==> src/prot_cfg.svh <==
// Purpose: Constants for the protection fault supervisor
// Assumes: 50 MHz clock, APB byte addresses
// Notes: Counts are derived from times in microseconds
`ifndef PROT_CFG_SVH
`define PROT_CFG_SVH
`define CLK_MHZ          50
`define TW               24
// Register byte offsets
`define ADDR_CTRL        8'h00
`define ADDR_LEVELS      8'h04
`define ADDR_OCP1_LIM    8'h08
`define ADDR_OCP2_LIM    8'h0C
`define ADDR_MAX_LIM     8'h10
`define ADDR_WINDOW      8'h14
`define ADDR_TIMEOUT     8'h18
`define ADDR_SBO_BLANK   8'h1C
`define ADDR_SAMPLE      8'h20
`define ADDR_ARM_STEPS   8'h24
`define ADDR_PULSE_NUM   8'h28
`define ADDR_STATUS      8'h2C
// Field positions
`define LVL1_LSB         0
`define LVL2_LSB         8
`define LVMX_LSB         16
`define CTRL_EN          0
`define STAT_STATE_LSB   16
// Times in microseconds and reset values
`define SAMPLE_US        10
`define WINDOW_US        50000
`define TIMEOUT_US       100000
`define SBO_BLANK_US     50000
`define OCP1_US          100000
`define OCP2_US          20000
`define MAX_US           10000
`define ARM_BASE_US      1000
`define RST_CTRL         32'h0000_0001
`define RST_LEVELS       32'h00E0_D0C0
`define RST_ARM_STEPS    8'h0A
`define RST_PULSE_NUM    32'h0010_0000
`define ZERO32           32'h0000_0000
`endif

==> src/prot_pkg.sv <==
// Purpose: Types shared by the protection fault supervisor
// Assumes: prot_cfg.svh supplies the numbers
// Notes: Structs carry related signals as one port
package prot_pkg;
  typedef struct packed {
    logic hs_above_on;
    logic hs_below_off;
    logic brown_in;
    logic slow_low;
    logic fast_low;
    logic overvolt;
  } cmp_t;
  typedef struct packed {
    logic switch_pulse;
    logic hs_on;
    logic burst_wakeup;
  } ctl_t;
  typedef struct packed {
    logic hs_driver_en;
    logic ls_gate_en;
    logic hs_gate_en;
    logic bang_bang;
    logic auto_restart;
    logic burst_frame_start;
    logic startup_request;
  } gate_t;
  typedef struct packed {
    logic window;
    logic fast_bo;
    logic slow_bo;
    logic overvolt;
    logic timeout;
    logic shunt;
    logic ocp1;
    logic ocp2;
    logic ocp_max;
  } fault_t;
  typedef enum logic [2:0] {ST_CHECK, ST_RUN, ST_BANG, ST_SLEEP} state_t;
endpackage

==> src/protection_fault_supervisor.sv <==
// Purpose: Protection supervisor for the half-bridge flyback controller
// Assumes: Comparator inputs are asynchronous, controller inputs on clk
// Notes: Registers on APB, no wait state per transfer
`timescale 1ns/100ps
`include "prot_cfg.svh"
module protection_fault_supervisor #(
  parameter int ARM_BASE_CYCLES = `ARM_BASE_US * `CLK_MHZ,
  parameter int SW = 8,
  parameter int VW = 12
) (
  input  wire logic                 clk,
  input  wire logic                 reset_n,
  input  wire logic                 psel,
  input  wire logic                 penable,
  input  wire logic                 pwrite,
  input  wire logic [7:0]           paddr,
  input  wire logic [31:0]          pwdata,
  output logic      [31:0]          prdata,
  output logic                      pready,
  output logic                      pslverr,
  input  wire prot_pkg::cmp_t       cmp,
  input  wire prot_pkg::ctl_t       ctl,
  input  wire logic [SW-1:0]        iset,
  input  wire logic [SW-1:0]        iset_startup,
  input  wire logic [VW-1:0]        vs_sample,
  output prot_pkg::gate_t           gate,
  output logic      [SW-1:0]        iset_clamped
);
  localparam int TW = `TW;
  localparam int NC = $bits(prot_pkg::cmp_t);

  prot_pkg::state_t      state_r;
  prot_pkg::state_t      state_nxt;
  prot_pkg::gate_t       gate_r;
  prot_pkg::fault_t      fault_now;
  prot_pkg::fault_t      sticky_r;
  prot_pkg::cmp_t        cs;
  logic [NC-1:0]         s1_r;
  logic [NC-1:0]         s2_r;
  logic [NC-1:0]         s3_r;
  logic [NC-1:0]         st_r;
  logic [31:0]           ctrl_r;
  logic [31:0]           levels_r;
  logic [TW-1:0]         lim_r [3];
  logic [TW-1:0]         window_r;
  logic [TW-1:0]         timeout_r;
  logic [TW-1:0]         sbo_blank_r;
  logic [TW-1:0]         sample_r;
  logic [7:0]            arm_steps_r;
  logic [31:0]           pulse_num_r;
  logic [31:0]           prdata_r;
  logic                  pready_r;
  logic                  pslverr_r;
  logic [SW-1:0]         iset_r;
  logic [TW-1:0]         smp_cnt_r;
  logic                  tick_r;
  logic [TW-1:0]         win_cnt_r;
  logic [TW-1:0]         sbo_cnt_r;
  logic [TW-1:0]         st_cnt_r;
  logic                  startup_r;
  logic                  first_seen_r;
  logic                  first_on_r;
  logic [31:0]           on_cnt_r;
  logic [31:0]           max_on_r;
  logic [TW-1:0]         ocp_cnt_r [3];
  logic [2:0]            ocp_hit;
  logic [2:0]            ocp_over;
  logic [TW-1:0]         base_cnt_r;
  logic [7:0]            step_cnt_r;
  logic                  in_range;
  logic                  wr_en;
  logic [SW-1:0]         lvl_max;

  assign cs        = prot_pkg::cmp_t'(st_r);
  assign in_range  = cs.brown_in && !cs.overvolt;
  assign wr_en     = psel && penable && pready_r && pwrite;
  assign lvl_max   = levels_r[`LVMX_LSB +: SW];
  assign prdata    = prdata_r;
  assign pready    = pready_r;
  assign pslverr   = pslverr_r;
  assign gate      = gate_r;
  assign iset_clamped = iset_r;

  // Three-stage synchroniser, change accepted when stages two and three agree
  genvar g;
  generate
    for (g = 0; g < NC; g++) begin : g_sync
      always_ff @(posedge clk or negedge reset_n) begin
        if (!reset_n) begin
          s1_r[g] <= 1'b0;
          s2_r[g] <= 1'b0;
          s3_r[g] <= 1'b0;
          st_r[g] <= 1'b0;
        end else begin
          s1_r[g] <= cmp[g];
          s2_r[g] <= s1_r[g];
          s3_r[g] <= s2_r[g];
          if (s2_r[g] == s3_r[g]) begin
            st_r[g] <= s3_r[g];
          end
        end
      end
    end
  endgenerate

  // APB slave, answer in first access cycle
  always_ff @(posedge clk or negedge reset_n) begin
    if (!reset_n) begin
      prdata_r  <= `ZERO32;
      pready_r  <= 1'b0;
      pslverr_r <= 1'b0;
    end else if (psel && !penable) begin
      pready_r  <= 1'b1;
      pslverr_r <= 1'b0;
      unique case (paddr)
        `ADDR_CTRL:      prdata_r <= ctrl_r;
        `ADDR_LEVELS:    prdata_r <= levels_r;
        `ADDR_OCP1_LIM:  prdata_r <= 32'(lim_r[0]);
        `ADDR_OCP2_LIM:  prdata_r <= 32'(lim_r[1]);
        `ADDR_MAX_LIM:   prdata_r <= 32'(lim_r[2]);
        `ADDR_WINDOW:    prdata_r <= 32'(window_r);
        `ADDR_TIMEOUT:   prdata_r <= 32'(timeout_r);
        `ADDR_SBO_BLANK: prdata_r <= 32'(sbo_blank_r);
        `ADDR_SAMPLE:    prdata_r <= 32'(sample_r);
        `ADDR_ARM_STEPS: prdata_r <= 32'(arm_steps_r);
        `ADDR_PULSE_NUM: prdata_r <= pulse_num_r;
        `ADDR_STATUS:    prdata_r <= 32'({state_r, 7'(0), sticky_r});
        default: begin
          prdata_r  <= `ZERO32;
          pslverr_r <= 1'b1;
        end
      endcase
    end else begin
      pready_r  <= 1'b0;
      pslverr_r <= 1'b0;
    end
  end

  // Configuration registers
  always_ff @(posedge clk or negedge reset_n) begin
    if (!reset_n) begin
      ctrl_r      <= `RST_CTRL;
      levels_r    <= `RST_LEVELS;
      lim_r[0]    <= TW'(`OCP1_US * `CLK_MHZ);
      lim_r[1]    <= TW'(`OCP2_US * `CLK_MHZ);
      lim_r[2]    <= TW'(`MAX_US * `CLK_MHZ);
      window_r    <= TW'(`WINDOW_US * `CLK_MHZ);
      timeout_r   <= TW'(`TIMEOUT_US * `CLK_MHZ);
      sbo_blank_r <= TW'(`SBO_BLANK_US * `CLK_MHZ);
      sample_r    <= TW'(`SAMPLE_US * `CLK_MHZ);
      arm_steps_r <= `RST_ARM_STEPS;
      pulse_num_r <= `RST_PULSE_NUM;
    end else if (wr_en) begin
      unique case (paddr)
        `ADDR_CTRL:      ctrl_r      <= pwdata;
        `ADDR_LEVELS:    levels_r    <= pwdata;
        `ADDR_OCP1_LIM:  lim_r[0]    <= pwdata[TW-1:0];
        `ADDR_OCP2_LIM:  lim_r[1]    <= pwdata[TW-1:0];
        `ADDR_MAX_LIM:   lim_r[2]    <= pwdata[TW-1:0];
        `ADDR_WINDOW:    window_r    <= pwdata[TW-1:0];
        `ADDR_TIMEOUT:   timeout_r   <= pwdata[TW-1:0];
        `ADDR_SBO_BLANK: sbo_blank_r <= pwdata[TW-1:0];
        `ADDR_SAMPLE:    sample_r    <= pwdata[TW-1:0];
        `ADDR_ARM_STEPS: arm_steps_r <= pwdata[7:0];
        `ADDR_PULSE_NUM: pulse_num_r <= pwdata;
        default: ;
      endcase
    end
  end

  // Sticky fault causes; a new fault wins over a write-one clear
  always_ff @(posedge clk or negedge reset_n) begin
    if (!reset_n) begin
      sticky_r <= '0;
    end else if (wr_en && paddr == `ADDR_STATUS) begin
      sticky_r <= (sticky_r & ~pwdata[$bits(prot_pkg::fault_t)-1:0])
                  | fault_now;
    end else begin
      sticky_r <= sticky_r | fault_now;
    end
  end

  // Sample period enable
  always_ff @(posedge clk or negedge reset_n) begin
    if (!reset_n) begin
      smp_cnt_r <= '0;
      tick_r    <= 1'b0;
    end else if (smp_cnt_r + TW'(1) >= sample_r) begin
      smp_cnt_r <= '0;
      tick_r    <= 1'b1;
    end else begin
      smp_cnt_r <= smp_cnt_r + TW'(1);
      tick_r    <= 1'b0;
    end
  end

  // Slow dropout blanking counter
  always_ff @(posedge clk or negedge reset_n) begin
    if (!reset_n) begin
      sbo_cnt_r <= '0;
    end else if (!cs.slow_low || state_r != prot_pkg::ST_RUN) begin
      sbo_cnt_r <= '0;
    end else if (sbo_cnt_r < sbo_blank_r) begin
      sbo_cnt_r <= sbo_cnt_r + TW'(1);
    end
  end

  // Start-up check window
  always_ff @(posedge clk or negedge reset_n) begin
    if (!reset_n) begin
      win_cnt_r <= '0;
    end else if (state_r != prot_pkg::ST_CHECK || !ctrl_r[`CTRL_EN]) begin
      win_cnt_r <= '0;
    end else if (win_cnt_r < window_r) begin
      win_cnt_r <= win_cnt_r + TW'(1);
    end
  end

  // Start-up duration and first pulse supervision
  always_ff @(posedge clk or negedge reset_n) begin
    if (!reset_n) begin
      startup_r    <= 1'b0;
      first_seen_r <= 1'b0;
      first_on_r   <= 1'b0;
      st_cnt_r     <= '0;
      on_cnt_r     <= '0;
      max_on_r     <= '0;
    end else if (state_r != prot_pkg::ST_RUN) begin
      startup_r    <= 1'b0;
      first_seen_r <= 1'b0;
      first_on_r   <= 1'b0;
      st_cnt_r     <= '0;
      on_cnt_r     <= '0;
    end else begin
      if (gate_r.startup_request) begin
        startup_r <= 1'b1;
      end
      if (startup_r && ctl.switch_pulse && !first_seen_r) begin
        first_seen_r <= 1'b1;
        first_on_r   <= 1'b1;
        // Zero input reading gives the longest limit, not a divide fault
        max_on_r     <= (vs_sample == '0) ? '1 :
                        pulse_num_r / 32'(vs_sample);
      end
      if (first_seen_r && startup_r) begin
        st_cnt_r <= st_cnt_r + TW'(1);
        if (iset < iset_startup) begin
          startup_r <= 1'b0;
        end
      end
      if (first_on_r) begin
        if (ctl.hs_on) begin
          on_cnt_r <= on_cnt_r + 32'd1;
        end else if (on_cnt_r != '0) begin
          first_on_r <= 1'b0;
        end
      end
    end
  end

  // Overcurrent timers: level one, level two, ceiling
  assign ocp_over[0] = iset > levels_r[`LVL1_LSB +: SW];
  assign ocp_over[1] = iset > levels_r[`LVL2_LSB +: SW];
  assign ocp_over[2] = iset > lvl_max;
  generate
    for (g = 0; g < 3; g++) begin : g_ocp
      assign ocp_hit[g] = ocp_cnt_r[g] >= lim_r[g];
      always_ff @(posedge clk or negedge reset_n) begin
        if (!reset_n) begin
          ocp_cnt_r[g] <= '0;
        end else if (!ocp_over[g] || state_r != prot_pkg::ST_RUN) begin
          ocp_cnt_r[g] <= '0;
        end else if (!ocp_hit[g]) begin
          ocp_cnt_r[g] <= ocp_cnt_r[g] + TW'(1);
        end
      end
    end
  endgenerate

  always_ff @(posedge clk or negedge reset_n) begin
    if (!reset_n) begin
      iset_r <= '0;
    end else begin
      iset_r <= ocp_over[2] ? lvl_max : iset;
    end
  end

  // Fault detection, window expiry in check, all others only while running
  always_comb begin
    fault_now = '0;
    if (state_r == prot_pkg::ST_CHECK) begin
      fault_now.window = ctrl_r[`CTRL_EN] && win_cnt_r >= window_r
                         && !in_range;
    end
    if (state_r == prot_pkg::ST_RUN) begin
      fault_now.fast_bo  = tick_r && cs.fast_low;
      fault_now.slow_bo  = sbo_cnt_r >= sbo_blank_r && cs.slow_low;
      fault_now.overvolt = tick_r && cs.overvolt;
      fault_now.timeout  = startup_r && st_cnt_r >= timeout_r;
      fault_now.shunt    = first_on_r && on_cnt_r > max_on_r;
      fault_now.ocp1     = ocp_hit[0] && ocp_over[0];
      fault_now.ocp2     = ocp_hit[1] && ocp_over[1];
      fault_now.ocp_max  = ocp_hit[2] && ocp_over[2];
    end
  end

  // Mode sequencing
  always_comb begin
    state_nxt = state_r;
    unique case (state_r)
      prot_pkg::ST_CHECK: begin
        if (ctrl_r[`CTRL_EN] && in_range) begin
          state_nxt = prot_pkg::ST_RUN;
        end else if (fault_now.window) begin
          state_nxt = prot_pkg::ST_BANG;
        end
      end
      prot_pkg::ST_BANG: begin
        if (ctrl_r[`CTRL_EN] && in_range) begin
          state_nxt = prot_pkg::ST_RUN;
        end
      end
      prot_pkg::ST_RUN: begin
        // Auto-restart faults outrank dropout faults
        if (fault_now.overvolt || fault_now.timeout || fault_now.shunt
            || fault_now.ocp1 || fault_now.ocp2 || fault_now.ocp_max) begin
          state_nxt = prot_pkg::ST_SLEEP;
        end else if (fault_now.fast_bo || fault_now.slow_bo) begin
          state_nxt = prot_pkg::ST_BANG;
        end
      end
      prot_pkg::ST_SLEEP: begin
        if (step_cnt_r >= arm_steps_r) begin
          state_nxt = prot_pkg::ST_CHECK;
        end
      end
      default: state_nxt = prot_pkg::ST_CHECK;
    endcase
  end

  always_ff @(posedge clk or negedge reset_n) begin
    if (!reset_n) begin
      state_r <= prot_pkg::ST_CHECK;
    end else begin
      state_r <= state_nxt;
    end
  end

  // Auto-restart sleep timer
  always_ff @(posedge clk or negedge reset_n) begin
    if (!reset_n) begin
      base_cnt_r <= '0;
      step_cnt_r <= '0;
    end else if (state_r != prot_pkg::ST_SLEEP) begin
      base_cnt_r <= '0;
      step_cnt_r <= '0;
    end else if (base_cnt_r + TW'(1) >= TW'(ARM_BASE_CYCLES)) begin
      base_cnt_r <= '0;
      step_cnt_r <= step_cnt_r + 8'd1;
    end else begin
      base_cnt_r <= base_cnt_r + TW'(1);
    end
  end

  // Gate and mode outputs
  always_ff @(posedge clk or negedge reset_n) begin
    if (!reset_n) begin
      gate_r <= '0;
    end else begin
      if (cs.hs_below_off) begin
        gate_r.hs_driver_en <= 1'b0;
      end else if (cs.hs_above_on) begin
        gate_r.hs_driver_en <= 1'b1;
      end
      gate_r.ls_gate_en   <= state_nxt == prot_pkg::ST_RUN;
      gate_r.hs_gate_en   <= state_nxt == prot_pkg::ST_RUN
                             && !cs.hs_below_off;
      gate_r.bang_bang    <= state_nxt != prot_pkg::ST_RUN;
      gate_r.auto_restart <= state_nxt == prot_pkg::ST_SLEEP;
      gate_r.startup_request <= state_r != prot_pkg::ST_RUN
                                && state_nxt == prot_pkg::ST_RUN;
      gate_r.burst_frame_start <= state_r == prot_pkg::ST_RUN
                                  && ctl.burst_wakeup
                                  && !cs.overvolt;
    end
  end

  a_hs_drop_off: assert property (@(posedge clk) disable iff (!reset_n)
    cs.hs_below_off |=> !gate_r.hs_driver_en && !gate_r.hs_gate_en)
    else $error("high-side driver not cut on low supply");
  a_hs_on_hyst: assert property (@(posedge clk) disable iff (!reset_n)
    $rose(gate_r.hs_driver_en) |-> $past(cs.hs_above_on && !cs.hs_below_off))
    else $error("high-side driver enabled without on level");
  a_prot_no_drive: assert property (@(posedge clk) disable iff (!reset_n)
    gate_r.bang_bang |-> !gate_r.ls_gate_en && !gate_r.hs_gate_en)
    else $error("gates driven in protection");
  a_ceiling_clamp: assert property (@(posedge clk) disable iff (!reset_n)
    ##1 iset_r <= $past(lvl_max) || !$past(ocp_over[2]))
    else $error("set-point not clamped");
  a_ovp_restart: assert property (@(posedge clk) disable iff (!reset_n)
    state_r == prot_pkg::ST_RUN && tick_r && cs.overvolt
    |=> state_r == prot_pkg::ST_SLEEP ##1 gate_r.auto_restart)
    else $error("overvoltage did not restart");
  a_fast_bang: assert property (@(posedge clk) disable iff (!reset_n)
    state_r == prot_pkg::ST_RUN && tick_r && cs.fast_low && !cs.overvolt
    && !(|fault_now[5:0]) |=> state_r == prot_pkg::ST_BANG)
    else $error("fast dropout missed");
  a_window_bang: assert property (@(posedge clk) disable iff (!reset_n)
    fault_now.window |=> state_r == prot_pkg::ST_BANG)
    else $error("window expiry not bang-bang");
  a_burst_ovp: assert property (@(posedge clk) disable iff (!reset_n)
    gate_r.burst_frame_start |-> $past(!cs.overvolt && ctl.burst_wakeup))
    else $error("burst frame despite overvoltage");
  a_ocp1_clear: assert property (@(posedge clk) disable iff (!reset_n)
    !ocp_over[0] |=> ocp_cnt_r[0] == '0)
    else $error("level one timer not cleared");
  a_shunt_restart: assert property (@(posedge clk) disable iff (!reset_n)
    fault_now.shunt |=> state_r == prot_pkg::ST_SLEEP)
    else $error("long first pulse not restarted");
  a_sleep_exit: assert property (@(posedge clk) disable iff (!reset_n)
    state_r == prot_pkg::ST_SLEEP && step_cnt_r < arm_steps_r
    |=> state_r == prot_pkg::ST_SLEEP)
    else $error("sleep ended early");
endmodule // protection_fault_supervisor

==> config.mk <==
export PLATFORM = sky130hd
export DESIGN_NAME = protection_fault_supervisor
export DESIGN_NICKNAME = d
export VERILOG_FILES = /design/src/prot_pkg.sv /design/src/protection_fault_supervisor.sv
export VERILOG_INCLUDE_DIRS = /design/src /design/src/src
export SDC_FILE = /design/constraint.sdc
export NUM_CORES = 2
export LEC_CHECK = 0
export BUFFER_PORTS_ARGS = -buffer_cell sky130_fd_sc_hd__buf_4
export CAP_MARGIN = 20
export CORE_MARGIN = 1
export CORE_UTILIZATION = 55
export DETAILED_ROUTE_END_ITERATION = 8
export PLACE_DENSITY = 0.72
export RECOVER_POWER = 25
export SYNTH_ARGS = -nofsm -noshare
export SYNTH_HDL_FRONTEND = slang
export SYNTH_SLANG_ARGS = --single-unit
==> constraint.sdc <==
create_clock -name clk -period 96 [get_ports clk]
set_input_delay 19.2 -clock clk [delete_from_list [all_inputs] [get_ports clk]]
set_output_delay 19.2 -clock clk [all_outputs]
set_load 0.02 [all_outputs]
==> flow_summary.yaml <==
outcome:
  outcome: "finished with violations"
  failed_checks: "max-capacitance violations, max-slew violations, negative setup slack"
drt:
  routed_wirelength_mm: 176
  drt_drc_violations_left: 0
  vias_per_cell: 6.32
  number_of_nets_still_failing_antenna_checks_after_routing: 0
  routed_wire_length_per_instance_um: 22.4
  routed-via-count: 49700
  first_iter_violations: 4425
  drt_first_pass_iters: 9
hold_path:
  hold_path.startpoint: "s1_r[4]"
  hold_class: "flip-flop to flip-flop"
global_route:
  gr-usage-all-layers_pct: 35.2
  grt_overflow: 0
  grt_pass1_wl_mm: 271
  first_global_vias: 47800
  antenna_found_initial: 2
  grt_start_max_net_pins: 170
logic_synthesis:
  synth_cell_types: 119
  yosys_most_used_dff: "sky130_fd_sc_hd__dfrtp_1"
  synthTopCellsByArea: "sky130_fd_sc_hd__dfrtp_1, sky130_fd_sc_hd__ha_1, sky130_fd_sc_hd__mux2_2"
  synthesis.area_um2: 53000
  yosys_warnings: 0
  netlist_top_cells_count: "sky130_fd_sc_hd__nor2_1, sky130_fd_sc_hd__ha_1, sky130_fd_sc_hd__dfrtp_1"
  synth-seq-area-share_pct: 29.7
  synth.ff_latch_count: 625
  post-synth-top-count-cell: "sky130_fd_sc_hd__nor2_1"
  yosysTopAreaCellShare_pct: 26.5
  ys_async_sr_fraction_pct: 100
  synth_enable_flop_cells: 0
  synthesis.instances: 6069
  yosysTopAreaCell: "sky130_fd_sc_hd__dfrtp_1"
  post_synth.cell_area_avg_um2: 8.73
placed_design:
  place_congestion: 0.983
  placed_cell_area_um2: 58400
  count_of_input_and_output_buffers: 130
  place_hpwl_mm: 130
clock_tree:
  cts_root_buf: "sky130_fd_sc_hd__clkbuf_16"
  htree_levels: 3
  cts.path.max_buffers: 3
  cts_inserted_buffers: 73
  cts_tree: "yes"
  clk_latency_ps: 680
  postCtsHoldBufs: 0
  cts.clk_slew.worst_paths_ps: 70
  clock-sinks: 625
timing:
  max_clock_freq_mhz: 10.3
  setup_total_negative_slack_ps: -900
  holdWs_ps: 348
  finalSetupViolCount: 1
  fin_crit_sh_pct: 101
  worst_slew_pin_slew_ps: 5560
  unrepaired_setup_endpoints_after_global_routing: "true"
  final_period_minus_worst_setup_slack_ps: 96900
  maxSlewViolCount: 378
  maxSlewHeadroom_pct: -271
  fin_skew_ps: 50.5
  setup_slack_ps: -900
  finalHoldViolCount: 0
floorplanning:
  fp.dieW_um: 312
  placement_rows: 113
  design.portCount: 131
  fp.coreArea_um2: 95200
  die-area_um2: 97600
  die_height_um: 312
  initial_utilization_pct: 55.7
layout:
  nFillCells: 7833
  postLayoutCellArea_um2: 62900
  layout.nets: 7186
  area.growth.synth_to_final_pct: 18.7
  post_route_cells_drive_above_1_share_pct: 23.1
worst_setup_path:
  critPathCaptureType: "flip-flop"
  critical_path.most_common_cell: "sky130_fd_sc_hd__o21a_1"
  critical_path.max_fanout: 12
  crit_required_ps: 96540
  startpoint_type: "input pin"
  worst_path_class_setup: "input pin to flip-flop"
  slowest_delay_ps: 590
  timing.rr.start: "pulse_num_r[31]"
  critPathSlowestCell: "sky130_fd_sc_hd__or4_4"
  start_point_of_the_critical_path: "vs_sample[9]"
  timing.critical_path.arrival_ps: 97440
  rrSetupSlack_ps: 17610
job:
  number_of_max_capacitance_violations_reported: 8
==> worst max-delay path, delay by kind of cell <==
family	cells	cell delay, ps
adder cells (fa/ha/maj)	31	8830
AO/OA/AOI/OAI	245	44960
AND/OR/NAND/NOR	124	19850
multiplexers	6	1450
buffers and inverters	22	2780
XOR/XNOR	1	230
==> kinds of logic after synthesis <==
| logic type | Yosys count | synth area share [%] |
|---|---|---|
| adders and majority gates | 578 | 13.6 |
| xor gates and xnor gates | 349 | 5.77 |
| and+or+nand+nor | 2092 | 19.7 |
| buffers and inverters | 550 | 3.97 |
| DFF | 625 | 29.7 |
| other | 1 | 0.00708 |
| muxes | 383 | 8.06 |
| AOI/OAI and AO/OA | 1491 | 19.2 |
==> cell type report <==
cell class | count | area, um2 | share of cell area (%)
timing repair buffer | 590 | 4530 | 7.20
inverter | 338 | 1270 | 2.02
clock buffer | 103 | 2080 | 3.31
clock inverter | 32 | 497 | 0.790
tap | 1265 | 1580 | 2.52
multi-input combinational | 4906 | 37200 | 59.2
sequential | 625 | 15700 | 25.0
antenna | 1 | 2.50 | 0.00398
==> sequential cells by signal (all words and copies together) (netlist names), 32 cells and up <==
signal       count
prdata          32
levels_r        32
max_on_r        32
lim_r           72
ocp_cnt_r       72
pulse_num_r     32
on_cnt_r        32
ctrl_r          32
==> routing by layer <==
metal | vias to the layer above | wire length, um | share of wire [%] | GRT usage, %
met2 | 1967 | 79800 | 45 | 56.1
met3 | 497 | 13700 | 7.8 | 5.94
li1 | 23100 | - | - | -
met4 | 0 | 9530 | 5.4 | 17.0
met5 | - | 0 | 0 | 0
met1 | 24100 | 73300 | 42 | 46.4
==> layout by cell type, fill, tap and decap left out, types with 75 or more instances in the layout <==
| cell | synthesis | layout |
|---|---|---|
| sky130_fd_sc_hd__dfrtp_1 | 561 | 561 |
| sky130_fd_sc_hd__xor2_1 | 175 | 175 |
| sky130_fd_sc_hd__ha_1 | 570 | 538 |
| sky130_fd_sc_hd__xnor2_1 | 174 | 174 |
| sky130_fd_sc_hd__nand3_1 | 155 | 147 |
| sky130_fd_sc_hd__o31ai_1 | 96 | 89 |
| sky130_fd_sc_hd__a21o_1 | 110 | 107 |
| sky130_fd_sc_hd__nand4_1 | 107 | 107 |
| sky130_fd_sc_hd__nor2b_1 | 114 | 110 |
| sky130_fd_sc_hd__a21oi_1 | 355 | 298 |
| sky130_fd_sc_hd__o21ai_0 | 234 | 195 |
| sky130_fd_sc_hd__buf_4 | 3 | 555 |
| sky130_fd_sc_hd__nand2b_1 | 89 | 87 |
| sky130_fd_sc_hd__nand2_1 | 411 | 398 |
| sky130_fd_sc_hd__nor2_1 | 583 | 530 |
| sky130_fd_sc_hd__inv_1 | 337 | 328 |
| sky130_fd_sc_hd__mux2_2 | 335 | 328 |
| sky130_fd_sc_hd__o21a_1 | 164 | 164 |
| sky130_fd_sc_hd__nor3_1 | 242 | 229 |
| sky130_fd_sc_hd__and3_1 | 78 | 75 |
==> path summary, 6_finish.rpt <==
| kind | cells past startpoint | to |
|---|---|---|
| setup / recovery | 429 | max_on_r[0] |
| hold / removal | 0 | s2_r[4] |
| setup reg to reg | 426 | max_on_r[0] |
| hold reg to reg | 0 | s2_r[4] |
| max in group asynchronous | 4 | max_on_r[19] |
| min in group asynchronous | 1 | s1_r[5] |
==> per-stage QoR <==
stage / instances / setup slack (ps) / util (%)
2_1_floorplan: 6077 / -1910 / -
3_3_place_gp: 7588 / -578 / 61.4
4_1_cts: 7773 / 11.5 / 64.7
3_5_place_dp: 7589 / -2230 / 61.4
5_1_grt: 7859 / -5260 / 66.1
6_report: 7860 / -900 / 66.1
==> repair_timing <==
item / 4_1_cts / 5_1_grt
endpoints found under the setup margin: 1 / 3
pin swaps: 57 / 135
cloned: 4 / 2
gates resized for setup: 48 / 141
buffers inserted: 45 / 80
Power is not shown: default switching activity piles up to over one toggle a cycle in this logic, so the estimate is an artifact.
